$ cat src/inc/rtc_pkg.sv
/*
 Constants shared by the transmitter control register bank and its lock monitor.
 Assumes a 6-bit processor I/O address and 8-bit I/O data.
*/
package rtc_pkg;
   // I/O addresses
   localparam logic [5:0] OFF_CFG_A = 6'h10;
   localparam logic [5:0] OFF_TX = 6'h12;
   localparam logic [5:0] OFF_ATT = 6'h14;
   localparam logic [5:0] OFF_VCO = 6'h16;
   localparam logic [5:0] OFF_CFG_B = 6'h17;
   localparam logic [5:0] BIT_ACCESS_LIMIT = 6'h20;
   // lock_monitor_config_a fields
   localparam int CA_HOLD = 4;
   localparam int CA_KBE = 3;
   localparam int CA_BOD = 2;
   localparam int CA_LIM = 0;
   // transmit_control fields
   localparam int TX_ON = 5;
   localparam int TX_KEY = 4;
   localparam int TX_LOCK = 2;
   // output_attenuation fields
   localparam int AT_COARSE = 3;
   localparam int AT_FINE = 0;
   // vco_trim fields
   localparam int VC_WIN = 6;
   localparam int VC_SPARE = 5;
   localparam int VC_CAP = 0;
   // lock_monitor_config_b fields
   localparam int CB_UDE = 7;
   localparam int CB_FORCE = 6;
   localparam int CB_BOL = 3;
   localparam int CB_LKL = 0;
   // Reset values
   localparam logic [7:0] RST_CFG_A = 8'h00;
   localparam logic [7:0] RST_TX = 8'h00;
   localparam logic [7:0] RST_ATT = 8'h00;
   localparam logic [7:0] RST_VCO = 8'h00;
   localparam logic [7:0] RST_CFG_B = 8'h00;
   // Coarse attenuation step in dB
   localparam logic [5:0] COARSE_STEP_DB = 6'h06;
   // Shortest blackout or lock delay, in reference clocks
   localparam logic [10:0] REF_BASE_CLKS = 11'h008;

   // Reference clocks for a 3-bit length code: 8 doubling up to 1024
   function automatic logic [10:0] ref_len(input logic [2:0] code);
      return REF_BASE_CLKS << code;
   endfunction
endpackage

$ cat src/inc/rtc_lock_if.sv
/*
 Carrier between the register bank and the lock monitor.
 Assumes both ends sit on the same clock.
*/
interface rtc_lock_if;
   logic hold;
   logic key_bo_en;
   logic bo_dis;
   logic [1:0] slip_lim;
   logic ud_en;
   logic [2:0] bo_len;
   logic [2:0] lk_len;
   logic tx_en;
   logic key;
   logic ref_tick;
   logic slip_tick;
   logic lock;
   logic bo_done;
   logic count_ok;
   modport mon (
      input hold, key_bo_en, bo_dis, slip_lim, ud_en, bo_len, lk_len,
      input tx_en, key, ref_tick, slip_tick,
      output lock, bo_done, count_ok
   );
   modport regs (
      output hold, key_bo_en, bo_dis, slip_lim, ud_en, bo_len, lk_len,
      output tx_en, key, ref_tick, slip_tick,
      input lock, bo_done, count_ok
   );
endinterface

$ cat src/rtl/rtc_lock_mon.sv
/*
 Lock monitor: lock delay counter, blackout window and cycle-slip counter.
 Assumes reference and slip ticks are one-cycle pulses on the system clock.
*/
module rtc_lock_mon (
   // Clock and reset
   input wire logic clock,
   input wire logic arst_n,
   // Register side
   rtc_lock_if.mon lk
);
   logic key_prev_q;
   logic lock_prev_q;
   logic lock_q;
   logic bo_done_q;
   logic [10:0] bo_cnt_q;
   logic [10:0] lk_cnt_q;
   logic [2:0] slip_cnt_q;
   logic bo_rst;
   logic count_ok;
   logic slip_hit;

   always_ff @(posedge clock or negedge arst_n) begin
      if (!arst_n) begin
         key_prev_q <= 1'b0;
         lock_prev_q <= 1'b0;
      end else begin
         key_prev_q <= lk.key;
         lock_prev_q <= lock_q;
      end
   end

   // Hold level, key rise (when key_bo_en) and lock rise all restart the blackout
   assign bo_rst = lk.hold | (lk.key_bo_en & lk.key & ~key_prev_q)
      | (lock_q & ~lock_prev_q);
   // A blackout restarted in this cycle already masks the slip that arrives with it
   assign count_ok = ~lk.hold & lk.ud_en & lock_q
      & (lk.bo_dis | (bo_done_q & ~bo_rst));
   assign slip_hit = lk.slip_tick & count_ok;

   always_ff @(posedge clock or negedge arst_n) begin
      if (!arst_n) begin
         bo_cnt_q <= 11'h000;
         bo_done_q <= 1'b0;
      end else if (bo_rst) begin
         bo_cnt_q <= 11'h000;
         bo_done_q <= 1'b0;
      end else if (lk.ref_tick && !bo_done_q) begin
         bo_cnt_q <= bo_cnt_q + 11'h001;
         if (bo_cnt_q + 11'h001 == rtc_pkg::ref_len(lk.bo_len)) begin
            bo_done_q <= 1'b1;
         end
      end
   end

   always_ff @(posedge clock or negedge arst_n) begin
      if (!arst_n) begin
         slip_cnt_q <= 3'h0;
      end else if (bo_rst || !lock_q) begin
         slip_cnt_q <= 3'h0;
      end else if (slip_hit) begin
         slip_cnt_q <= slip_cnt_q + 3'h1;
      end
   end

   always_ff @(posedge clock or negedge arst_n) begin
      if (!arst_n) begin
         lk_cnt_q <= 11'h000;
      end else if (!lk.tx_en || lk.slip_tick || lock_q) begin
         lk_cnt_q <= 11'h000;
      end else if (lk.ref_tick) begin
         lk_cnt_q <= lk_cnt_q + 11'h001;
      end
   end

   // Unlock outranks a lock that completes in the same cycle
   always_ff @(posedge clock or negedge arst_n) begin
      if (!arst_n) begin
         lock_q <= 1'b0;
      end else if (!lk.tx_en) begin
         lock_q <= 1'b0;
      end else if (slip_hit && slip_cnt_q == {1'b0, lk.slip_lim}) begin
         lock_q <= 1'b0;
      end else if (!lock_q && lk.ref_tick && !lk.slip_tick
                   && lk_cnt_q + 11'h001 == rtc_pkg::ref_len(lk.lk_len)) begin
         lock_q <= 1'b1;
      end
   end

   assign lk.lock = lock_q;
   assign lk.bo_done = bo_done_q;
   assign lk.count_ok = count_ok;
endmodule // rtc_lock_mon

$ cat src/rtl/rtc_tx_regs.sv
/*
 Transmitter control register bank on the processor I/O port, with pin
 synchronisers and the lock monitor instance.
 Assumes reference clock and slip pins are slower than a quarter of clock.
*/
// Function
// - unlock_hold high keeps unlock counter reset
// - Key rise starts blackout when enabled
// - blackout_disable counts slips at once, locked only
// - slip_limit code plus one slips drops lock
// - No slip counting before blackout ends
// - transmitter_on bit switches transmitter
// - Carrier key is manual_key OR bit timer
// - synth_locked read-only bit shows lock
// - Attenuation equals coarse plus fine
// - Coarse attenuation in 6 dB steps
// - Fine attenuation in 1 dB steps
// - VCO capacitor trim follows 5-bit code
// - VCO window bits read-only, bit 5 RW
// - Single-bit set and clear below 0x20
// - Registers decoded at 0x10,12,14,16,17
// - Config A resets to zero, top reserved
// - Blackout length 8 to 1024 reference clocks
// - Unlock counter reset by key, lock, hold
// - Lock rises after delay, restarts on slip
module rtc_tx_regs (
   // Clock and reset
   input wire logic clock,
   input wire logic arst_n,
   // Processor I/O port
   input wire logic [5:0] io_addr,
   input wire logic io_wr,
   input wire logic io_rd,
   input wire logic [7:0] io_wdata,
   input wire logic io_bit_set,
   input wire logic io_bit_clr,
   input wire logic [2:0] io_bit_idx,
   output logic [7:0] io_rdata_q,
   // Synthesizer pins
   input wire logic ref_clk_pin,
   input wire logic slip_pin,
   input wire logic [1:0] vco_window_pin,
   // Bit timer
   input wire logic bit_timer_key,
   // Transmitter controls
   output logic tx_enable_q,
   output logic carrier_key_q,
   output logic [5:0] atten_db_q,
   output logic [4:0] vco_cap_q,
   output logic lock_ind_q
);
   localparam int NPIN = 4;

   logic [4:0] cfg_a_q;
   logic manual_key_q;
   logic [5:0] att_q;
   logic vco_spare_q;
   logic [7:0] cfg_b_q;
   logic [NPIN-1:0] s1_q;
   logic [NPIN-1:0] s2_q;
   logic [NPIN-1:0] s3_q;
   logic [NPIN-1:0] filt_q;
   logic [NPIN-1:0] filt_prev_q;
   logic [NPIN-1:0] pins;
   logic [7:0] bit_mask;
   logic [7:0] cur_a;
   logic [7:0] cur_tx;
   logic [7:0] cur_att;
   logic [7:0] cur_vco;
   logic [7:0] cur_b;
   logic [7:0] nxt_a;
   logic [7:0] nxt_tx;
   logic [7:0] nxt_att;
   logic [7:0] nxt_vco;
   logic [7:0] nxt_b;
   logic [7:0] rd_val;
   logic [5:0] coarse_db;

   rtc_lock_if lk ();

   function automatic logic sel(input logic [5:0] addr, input logic [5:0] off);
      return addr == off;
   endfunction

   // Byte write wins over a bit instruction issued in the same cycle
   function automatic logic [7:0] nxt(
      input logic [7:0] old,
      input logic [5:0] off,
      input logic [5:0] addr,
      input logic wr,
      input logic st,
      input logic cl,
      input logic [7:0] msk,
      input logic [7:0] wd
   );
      logic hit;
      logic bit_ok;
      hit = sel(addr, off);
      bit_ok = hit && (addr < rtc_pkg::BIT_ACCESS_LIMIT);
      if (wr && hit) begin
         return wd;
      end else if (st && bit_ok) begin
         return old | msk;
      end else if (cl && bit_ok) begin
         return old & ~msk;
      end else begin
         return old;
      end
   endfunction

   assign pins = {vco_window_pin, slip_pin, ref_clk_pin};

   // A pin change is taken only once stages two and three agree
   generate
      for (genvar i = 0; i < NPIN; i++) begin : g_sync
         always_ff @(posedge clock or negedge arst_n) begin
            if (!arst_n) begin
               s1_q[i] <= 1'b0;
               s2_q[i] <= 1'b0;
               s3_q[i] <= 1'b0;
               filt_q[i] <= 1'b0;
               filt_prev_q[i] <= 1'b0;
            end else begin
               s1_q[i] <= pins[i];
               s2_q[i] <= s1_q[i];
               s3_q[i] <= s2_q[i];
               if (s2_q[i] == s3_q[i]) begin
                  filt_q[i] <= s3_q[i];
               end
               filt_prev_q[i] <= filt_q[i];
            end
         end
      end
   endgenerate

   assign bit_mask = 8'h01 << io_bit_idx;

   // Current register images; reserved bits read as zero
   assign cur_a = {3'h0, cfg_a_q};
   assign cur_tx = {2'h0, tx_enable_q, manual_key_q, 1'b0, lock_ind_q, 2'h0};
   assign cur_att = {2'h0, att_q};
   assign cur_vco = {filt_q[3:2], vco_spare_q, vco_cap_q};
   assign cur_b = cfg_b_q;

   assign nxt_a = nxt(cur_a, rtc_pkg::OFF_CFG_A, io_addr, io_wr,
                      io_bit_set, io_bit_clr, bit_mask, io_wdata);
   assign nxt_tx = nxt(cur_tx, rtc_pkg::OFF_TX, io_addr, io_wr,
                       io_bit_set, io_bit_clr, bit_mask, io_wdata);
   assign nxt_att = nxt(cur_att, rtc_pkg::OFF_ATT, io_addr, io_wr,
                        io_bit_set, io_bit_clr, bit_mask, io_wdata);
   assign nxt_vco = nxt(cur_vco, rtc_pkg::OFF_VCO, io_addr, io_wr,
                        io_bit_set, io_bit_clr, bit_mask, io_wdata);
   assign nxt_b = nxt(cur_b, rtc_pkg::OFF_CFG_B, io_addr, io_wr,
                      io_bit_set, io_bit_clr, bit_mask, io_wdata);

   always_ff @(posedge clock or negedge arst_n) begin
      if (!arst_n) begin
         cfg_a_q <= rtc_pkg::RST_CFG_A[4:0];
      end else begin
         cfg_a_q <= nxt_a[4:0];
      end
   end

   always_ff @(posedge clock or negedge arst_n) begin
      if (!arst_n) begin
         tx_enable_q <= rtc_pkg::RST_TX[rtc_pkg::TX_ON];
         manual_key_q <= rtc_pkg::RST_TX[rtc_pkg::TX_KEY];
      end else begin
         tx_enable_q <= nxt_tx[rtc_pkg::TX_ON];
         manual_key_q <= nxt_tx[rtc_pkg::TX_KEY];
      end
   end

   always_ff @(posedge clock or negedge arst_n) begin
      if (!arst_n) begin
         att_q <= rtc_pkg::RST_ATT[5:0];
      end else begin
         att_q <= nxt_att[5:0];
      end
   end

   // Window state bits are not stored: they come from the comparator pins
   always_ff @(posedge clock or negedge arst_n) begin
      if (!arst_n) begin
         vco_spare_q <= rtc_pkg::RST_VCO[rtc_pkg::VC_SPARE];
         vco_cap_q <= rtc_pkg::RST_VCO[4:0];
      end else begin
         vco_spare_q <= nxt_vco[rtc_pkg::VC_SPARE];
         vco_cap_q <= nxt_vco[4:0];
      end
   end

   always_ff @(posedge clock or negedge arst_n) begin
      if (!arst_n) begin
         cfg_b_q <= rtc_pkg::RST_CFG_B;
      end else begin
         cfg_b_q <= nxt_b;
      end
   end

   // Manual key is ORed in; software clears it when the timer keys
   always_ff @(posedge clock or negedge arst_n) begin
      if (!arst_n) begin
         carrier_key_q <= 1'b0;
      end else begin
         carrier_key_q <= manual_key_q | bit_timer_key;
      end
   end

   // Invalid codes 110 and 111 are not clamped; they just add up
   assign coarse_db = 6'(att_q[5:3] * rtc_pkg::COARSE_STEP_DB);

   always_ff @(posedge clock or negedge arst_n) begin
      if (!arst_n) begin
         atten_db_q <= 6'h00;
      end else begin
         atten_db_q <= coarse_db + {3'h0, att_q[2:0]};
      end
   end

   // Forced lock only affects lock_ind_q; the monitor's own lock is untouched
   always_ff @(posedge clock or negedge arst_n) begin
      if (!arst_n) begin
         lock_ind_q <= 1'b0;
      end else begin
         lock_ind_q <= lk.lock | cfg_b_q[rtc_pkg::CB_FORCE];
      end
   end

   always_comb begin
      case (io_addr)
         rtc_pkg::OFF_CFG_A: rd_val = cur_a;
         rtc_pkg::OFF_TX: rd_val = cur_tx;
         rtc_pkg::OFF_ATT: rd_val = cur_att;
         rtc_pkg::OFF_VCO: rd_val = cur_vco;
         rtc_pkg::OFF_CFG_B: rd_val = cur_b;
         default: rd_val = 8'h00;
      endcase
   end

   always_ff @(posedge clock or negedge arst_n) begin
      if (!arst_n) begin
         io_rdata_q <= 8'h00;
      end else if (io_rd) begin
         io_rdata_q <= rd_val;
      end
   end

   assign lk.hold = cfg_a_q[rtc_pkg::CA_HOLD];
   assign lk.key_bo_en = cfg_a_q[rtc_pkg::CA_KBE];
   assign lk.bo_dis = cfg_a_q[rtc_pkg::CA_BOD];
   assign lk.slip_lim = cfg_a_q[rtc_pkg::CA_LIM +: 2];
   assign lk.ud_en = cfg_b_q[rtc_pkg::CB_UDE];
   assign lk.bo_len = cfg_b_q[rtc_pkg::CB_BOL +: 3];
   assign lk.lk_len = cfg_b_q[rtc_pkg::CB_LKL +: 3];
   assign lk.tx_en = tx_enable_q;
   assign lk.key = carrier_key_q;
   assign lk.ref_tick = filt_q[0] & ~filt_prev_q[0];
   assign lk.slip_tick = filt_q[1] & ~filt_prev_q[1];

   rtc_lock_mon i_rtc_lock_mon (
      .clock(clock),
      .arst_n(arst_n),
      .lk(lk)
   );
endmodule // rtc_tx_regs

$ cat config.mk
export PLATFORM = sky130hd
export DESIGN_NAME = rtc_tx_regs
export DESIGN_NICKNAME = d
export VERILOG_FILES = /design/src/inc/rtc_pkg.sv /design/src/inc/rtc_lock_if.sv /design/src/rtl/rtc_lock_mon.sv /design/src/rtl/rtc_tx_regs.sv
export SDC_FILE = /design/constraint.sdc
export NUM_CORES = 1
export LEC_CHECK = 0
export BUFFER_PORTS_ARGS = -buffer_cell sky130_fd_sc_hd__buf_2
export CAP_MARGIN = 40
export CELL_PAD_IN_SITES_DETAIL_PLACEMENT = 1
export CELL_PAD_IN_SITES_GLOBAL_PLACEMENT = 2
export CORE_ASPECT_RATIO = 2
export CORE_MARGIN = 2
export CORE_UTILIZATION = 41
export CTS_CLUSTER_SIZE = 14
export DETAILED_ROUTE_END_ITERATION = 12
export GPL_TIMING_DRIVEN = 0
export PLACE_DENSITY = 0.89
export SYNTH_ARGS = -nofsm -noshare
export SYNTH_HDL_FRONTEND = slang
export SYNTH_HIERARCHICAL = 1
export SYNTH_SLANG_ARGS = --single-unit
$ cat constraint.sdc
create_clock -name clock -period 3.43 [get_ports clock]
set_input_delay 0.686 -clock clock [delete_from_list [all_inputs] [get_ports clock]]
set_output_delay 0.686 -clock clock [all_outputs]
set_load 0.01 [all_outputs]
Word level (Yosys, flattened, before mapping)
Index checks and enable logic that the tools add are counted.
{"block": "word_totals", "wordCells": 160, "output_inout_bits": 22, "inputBits": 28, "regBits": 90}
{"block": "op_classes", "multipliers": 1, "shift": 3, "n_bitwise": 32, "add_sub_neg": 4, "eq_ne": 13, "reduce_logical": 42, "n_mux": 28, "order_cmp": 1}
{"op": "6-bit two-way mux", "count": 9}
{"op": "11-bit two-way mux", "count": 4}
{"op": "8-bit case mux with 5 select lines", "count": 1}
{"op": "6-bit by 5-bit equality test with 1-bit output, second input constant", "count": 5}
{"op": "1-bit logical AND", "count": 25}
{"op": "8-bit two-way mux", "count": 3}
{"op": "11-bit by 1-bit adder with 11-bit output, second input constant", "count": 2}
{"op": "11-bit equality test", "count": 2}
{"op": "4-bit by 3-bit << shifter with 11-bit output, first input constant", "count": 2}
{"op": "6-bit AND", "count": 3}
{"op": "6-bit OR", "count": 3}
{"op": "5-bit two-way mux", "count": 3}
{"op": "3-bit nonzero test", "count": 5}
{"op": "1-bit AND", "count": 10}
{"op": "8-bit AND", "count": 1}
{"op": "8-bit NOT", "count": 1}
{"op": "8-bit OR", "count": 1}
{"op": "2-bit nonzero test", "count": 4}
{"op": "1-bit by 3-bit << shifter with 8-bit output, first input constant", "count": 1}
{"op": "6-bit by 3-bit adder with 6-bit output", "count": 1}
{"op": "6-bit less-than comparator, second input constant", "count": 1}
{"op": "1-bit two-way mux", "count": 6}
{"op": "3-bit two-way mux", "count": 2}
{"op": "1-bit NOT", "count": 6}
{"op": "11 further kinds", "count": 23}

Longest topological paths before layout
{"block": "depth", "depth_word": 12, "ltp_mapped": 8}

Hierarchy
Netlist, hierarchy kept.
{"module": "rtc_tx_regs", "area_per_inst_um2": 3165.5, "seq_area_each_um2": 1526.5, "cells_per_inst": 295, "n_inst": 1}
{"module": "rtc_lock_mon", "area_per_inst_um2": 2115.8, "seq_area_each_um2": 725.7, "cells_per_inst": 250, "n_inst": 1}

Worst setup path after synthesis
Ideal clock, no wire load.
{"block": "synth_timing", "kind": "reg2reg", "start": "register i_rtc_lock_mon.bo_cnt_q[0]", "end": "register i_rtc_lock_mon.bo_done_q (netlist: i_rtc_lock_mon/lk.bo_done)", "setup_ns": 0.122, "required_ns": 3.308, "slack_ns": 1.235, "arrival_time_ns": 2.074, "path_buffers": 1, "synth_period_minus_slack_ns": 2.195, "stages_incl_launch_ff": 9, "path_cell_list": "dfrtp_1 > ha_1 > and4_1 > or3b_2 > clkbuf_1 > or2_2 > o22ai_1 > o31ai_1 > a32o_1"}
{"block": "synth_between", "elab_chain_cells": 4}
{"element": "from (decl)", "line": "rtc_lock_mon.sv:16", "rtl": "logic [10:0] bo_cnt_q;"}
{"element": "from (signal assigned)", "line": "rtc_lock_mon.sv:49", "rtl": "bo_cnt_q <= bo_cnt_q + 11'h001;"}
{"element": "11-bit by 1-bit adder with 11-bit output", "line": "rtc_lock_mon.sv:50", "rtl": "if (bo_cnt_q + 11'h001 == rtc_pkg::ref_len(lk.bo_len)) begin"}
{"element": "11-bit equality test", "line": "rtc_lock_mon.sv:50"}
{"element": "2-bit nonzero test (no line)"}
{"element": "2-bit AND reduction (no line)"}
{"element": "to (signal assigned)", "line": "rtc_lock_mon.sv:44", "rtl": "bo_done_q <= 1'b0;"}
{"element": "to (signal assigned)", "line": "rtc_lock_mon.sv:47", "rtl": "bo_done_q <= 1'b0;"}
{"element": "to (signal assigned)", "line": "rtc_lock_mon.sv:51", "rtl": "bo_done_q <= 1'b1;"}
{"element": "to (decl)", "line": "rtc_lock_mon.sv:15", "rtl": "logic bo_done_q;"}
Every way passes these cells.
A chain may end at the register's enable or synchronous reset.

Final worst setup path
Same ends and word-level chain as after synthesis.

==> results.yml <==
status:
  outcome: "finished, final reports clean"
worst_setup_path:
  reg2reg_slack_ns: 0.89
  worstSetupEndpointType: "register"
  crit_type: "register to register"
  cp_max_fo: 6
  cp_data_required_time_ns: 3.72
  r2r-end: "i_rtc_lock_mon/lk.bo_done$_DFFE_PN0P_"
  worstReg2RegStart: "i_rtc_lock_mon/bo_cnt_q[0]$_DFFE_PN0P_"
  crit_arrival_ns: 2.83
  rr_worst_depth: 7
  cp-start-kind: "register"
placement:
  dpl.hpwl_um: 12500
  preCtsSetupSlack_ns: 0.872
  io_buffer_count: 44
  post_dp_cell_area_um2: 5720
  gp_congestion: 0.944
clocking:
  clkSinkCount: 90
  cts.path.max_buffers: 2
  cts_tree: "done"
  clk_pin_slew_ns: 0.07
  cts_root_buf: "clkbuf_16"
  numCtsBuffers: 9
  hold_buffers: 0
  insertion_delay_ns: 0.35
  cts_setup_buffers: 0
  htree_levels: 3
  ctsResizeCount: 0
route:
  routedWlPerCell_um: 21.3
  via_count: 4429
  drt_iter0_drc: 145
  routed_wl_um: 16100
  ant_nets: 0
  vias_per_cell: 5.86
  dr.pass1.iters: 4
  drc_errors: 0
floorplanning:
  die_w_um: 84.2
  num_rows: 58
  pin_count: 50
  die_h_um: 164
  core_area_um2: 12600
  die-area_um2: 13800
  start_util_pct: 42.0
power:
  power_density_nw_per_um2: 458
  vdd_drop_max_mv: 0.384
  fin_total_pwr_w: 0.00275
  leakage_nw: 2.61
yosys:
  yosys_warnings: 6
  syn_area_per_cell_um2: 9.70
  syn-cell-area_um2: 5280
  syn_inst: 544
  synthesis.nets: 583
sta:
  timing.final.ws_setup_ns: 0.889
  fin_crit_ns: 2.54
  rsz0062_at_grt: "false"
  finalHoldViolations: 0
  skew_ns: 0.0109
  setup_viol: 0
  worstMarginPinSlew_ns: 0.950
  hold_slack_ns: 0.296
  fin_crit_sh_pct: 74.1
  tns_ns: 0
  slew-limit-headroom_pct: 36.2
  maxClockFrequency_ghz: 0.394
  report.final.slew_viol_count: 0
cells_and_area:
  postLayoutCellArea_um2: 6010
  drive_gt1_share_pct: 17.7
  final_cell_mix: "dfrtp_1, buf_2, nor2_1"
  antenna_cells: 0
  layout.nets: 640
  syn_to_final_growth_pct: 13.8
  mostFrequentLayoutCell: "dfrtp_1"
global_route:
  antenna_found_initial: 0
  overflow: 0
  grt_max_degree: 54
  gr-usage-all-layers_pct: 24.4
  grt_pass1_vias: 4874
  grt_pass1_wl_um: 26000
worst_hold_path:
  holdCritPathClass: "input pin to async pin"
job:
  maxCapViolCount: 0
## critical path: stages (launching register included)
cell,delay (ns)
dfrtp_1,0.39
ha_1,0.23
and4_1,0.30
or3b_2,0.46
clkbuf_1,0.17
a2111o_1,0.39
o31ai_1,0.33
a32o_1,0.21
## worst max path at each step
stage	from	end	slack (ns)	depth (start not counted)
6_report	i_rtc_lock_mon/bo_cnt_q[0]$_DFFE_PN0P_	i_rtc_lock_mon/lk.bo_done$_DFFE_PN0P_	0.89	7
5_1_grt	i_rtc_lock_mon/bo_cnt_q[0]$_DFFE_PN0P_	i_rtc_lock_mon/lk.bo_done$_DFFE_PN0P_	0.75	8
3_3_place_gp	arst_n	s1_q[2]$_DFF_PN0_	0.87	1
2_1_floorplan	i_rtc_lock_mon/bo_cnt_q[0]$_DFFE_PN0P_	i_rtc_lock_mon/lk.bo_done$_DFFE_PN0P_	1.23	8
3_5_place_dp	io_addr[1]	register	0.87	7
4_1_cts	i_rtc_lock_mon/bo_cnt_q[0]$_DFFE_PN0P_	i_rtc_lock_mon/lk.bo_done$_DFFE_PN0P_	0.91	7
## metrics by stage
| stage | utilization [%] | std cells |
|---|---|---|
| 6_report | 47.8 | 756 |
| 5_1_grt | 47.8 | 756 |
| 4_1_cts | 47.8 | 756 |
| 3_5_place_dp | 45.6 | 740 |
| 3_3_place_gp | 45.3 | 738 |
| 2_1_floorplan | - | 544 |
## final cells by class
| type | instances | area [um^2] |
|---|---|---|
| Fill cell | 1458 | 6550 |
| Multi-Input combinational cell | 403 | 2780 |
| Sequential cell | 90 | 2250 |
| Timing Repair Buffer | 46 | 255 |
| Clock buffer | 10 | 239 |
| Buffer | 37 | 190 |
| Tap cell | 150 | 188 |
| Inverter | 14 | 52.6 |
| Clock inverter | 6 | 47.5 |
## metal layers
layer / wire, um / track usage (%)
met5: 0 / 0
met1: 5570 / 23.6
met3: 361 / 3.35
met2: 9330 / 48.5
met4: 818 / 12.9
## power by group
part	internal, W	leakage (nW)	switching (W)
Clock	0.000519	0.140	0.000454
Sequential	0.00117	1.18	0.000127
Combinational	0.000200	1.30	0.000280
No activity file was read; power rests on OpenSTA's default activity.
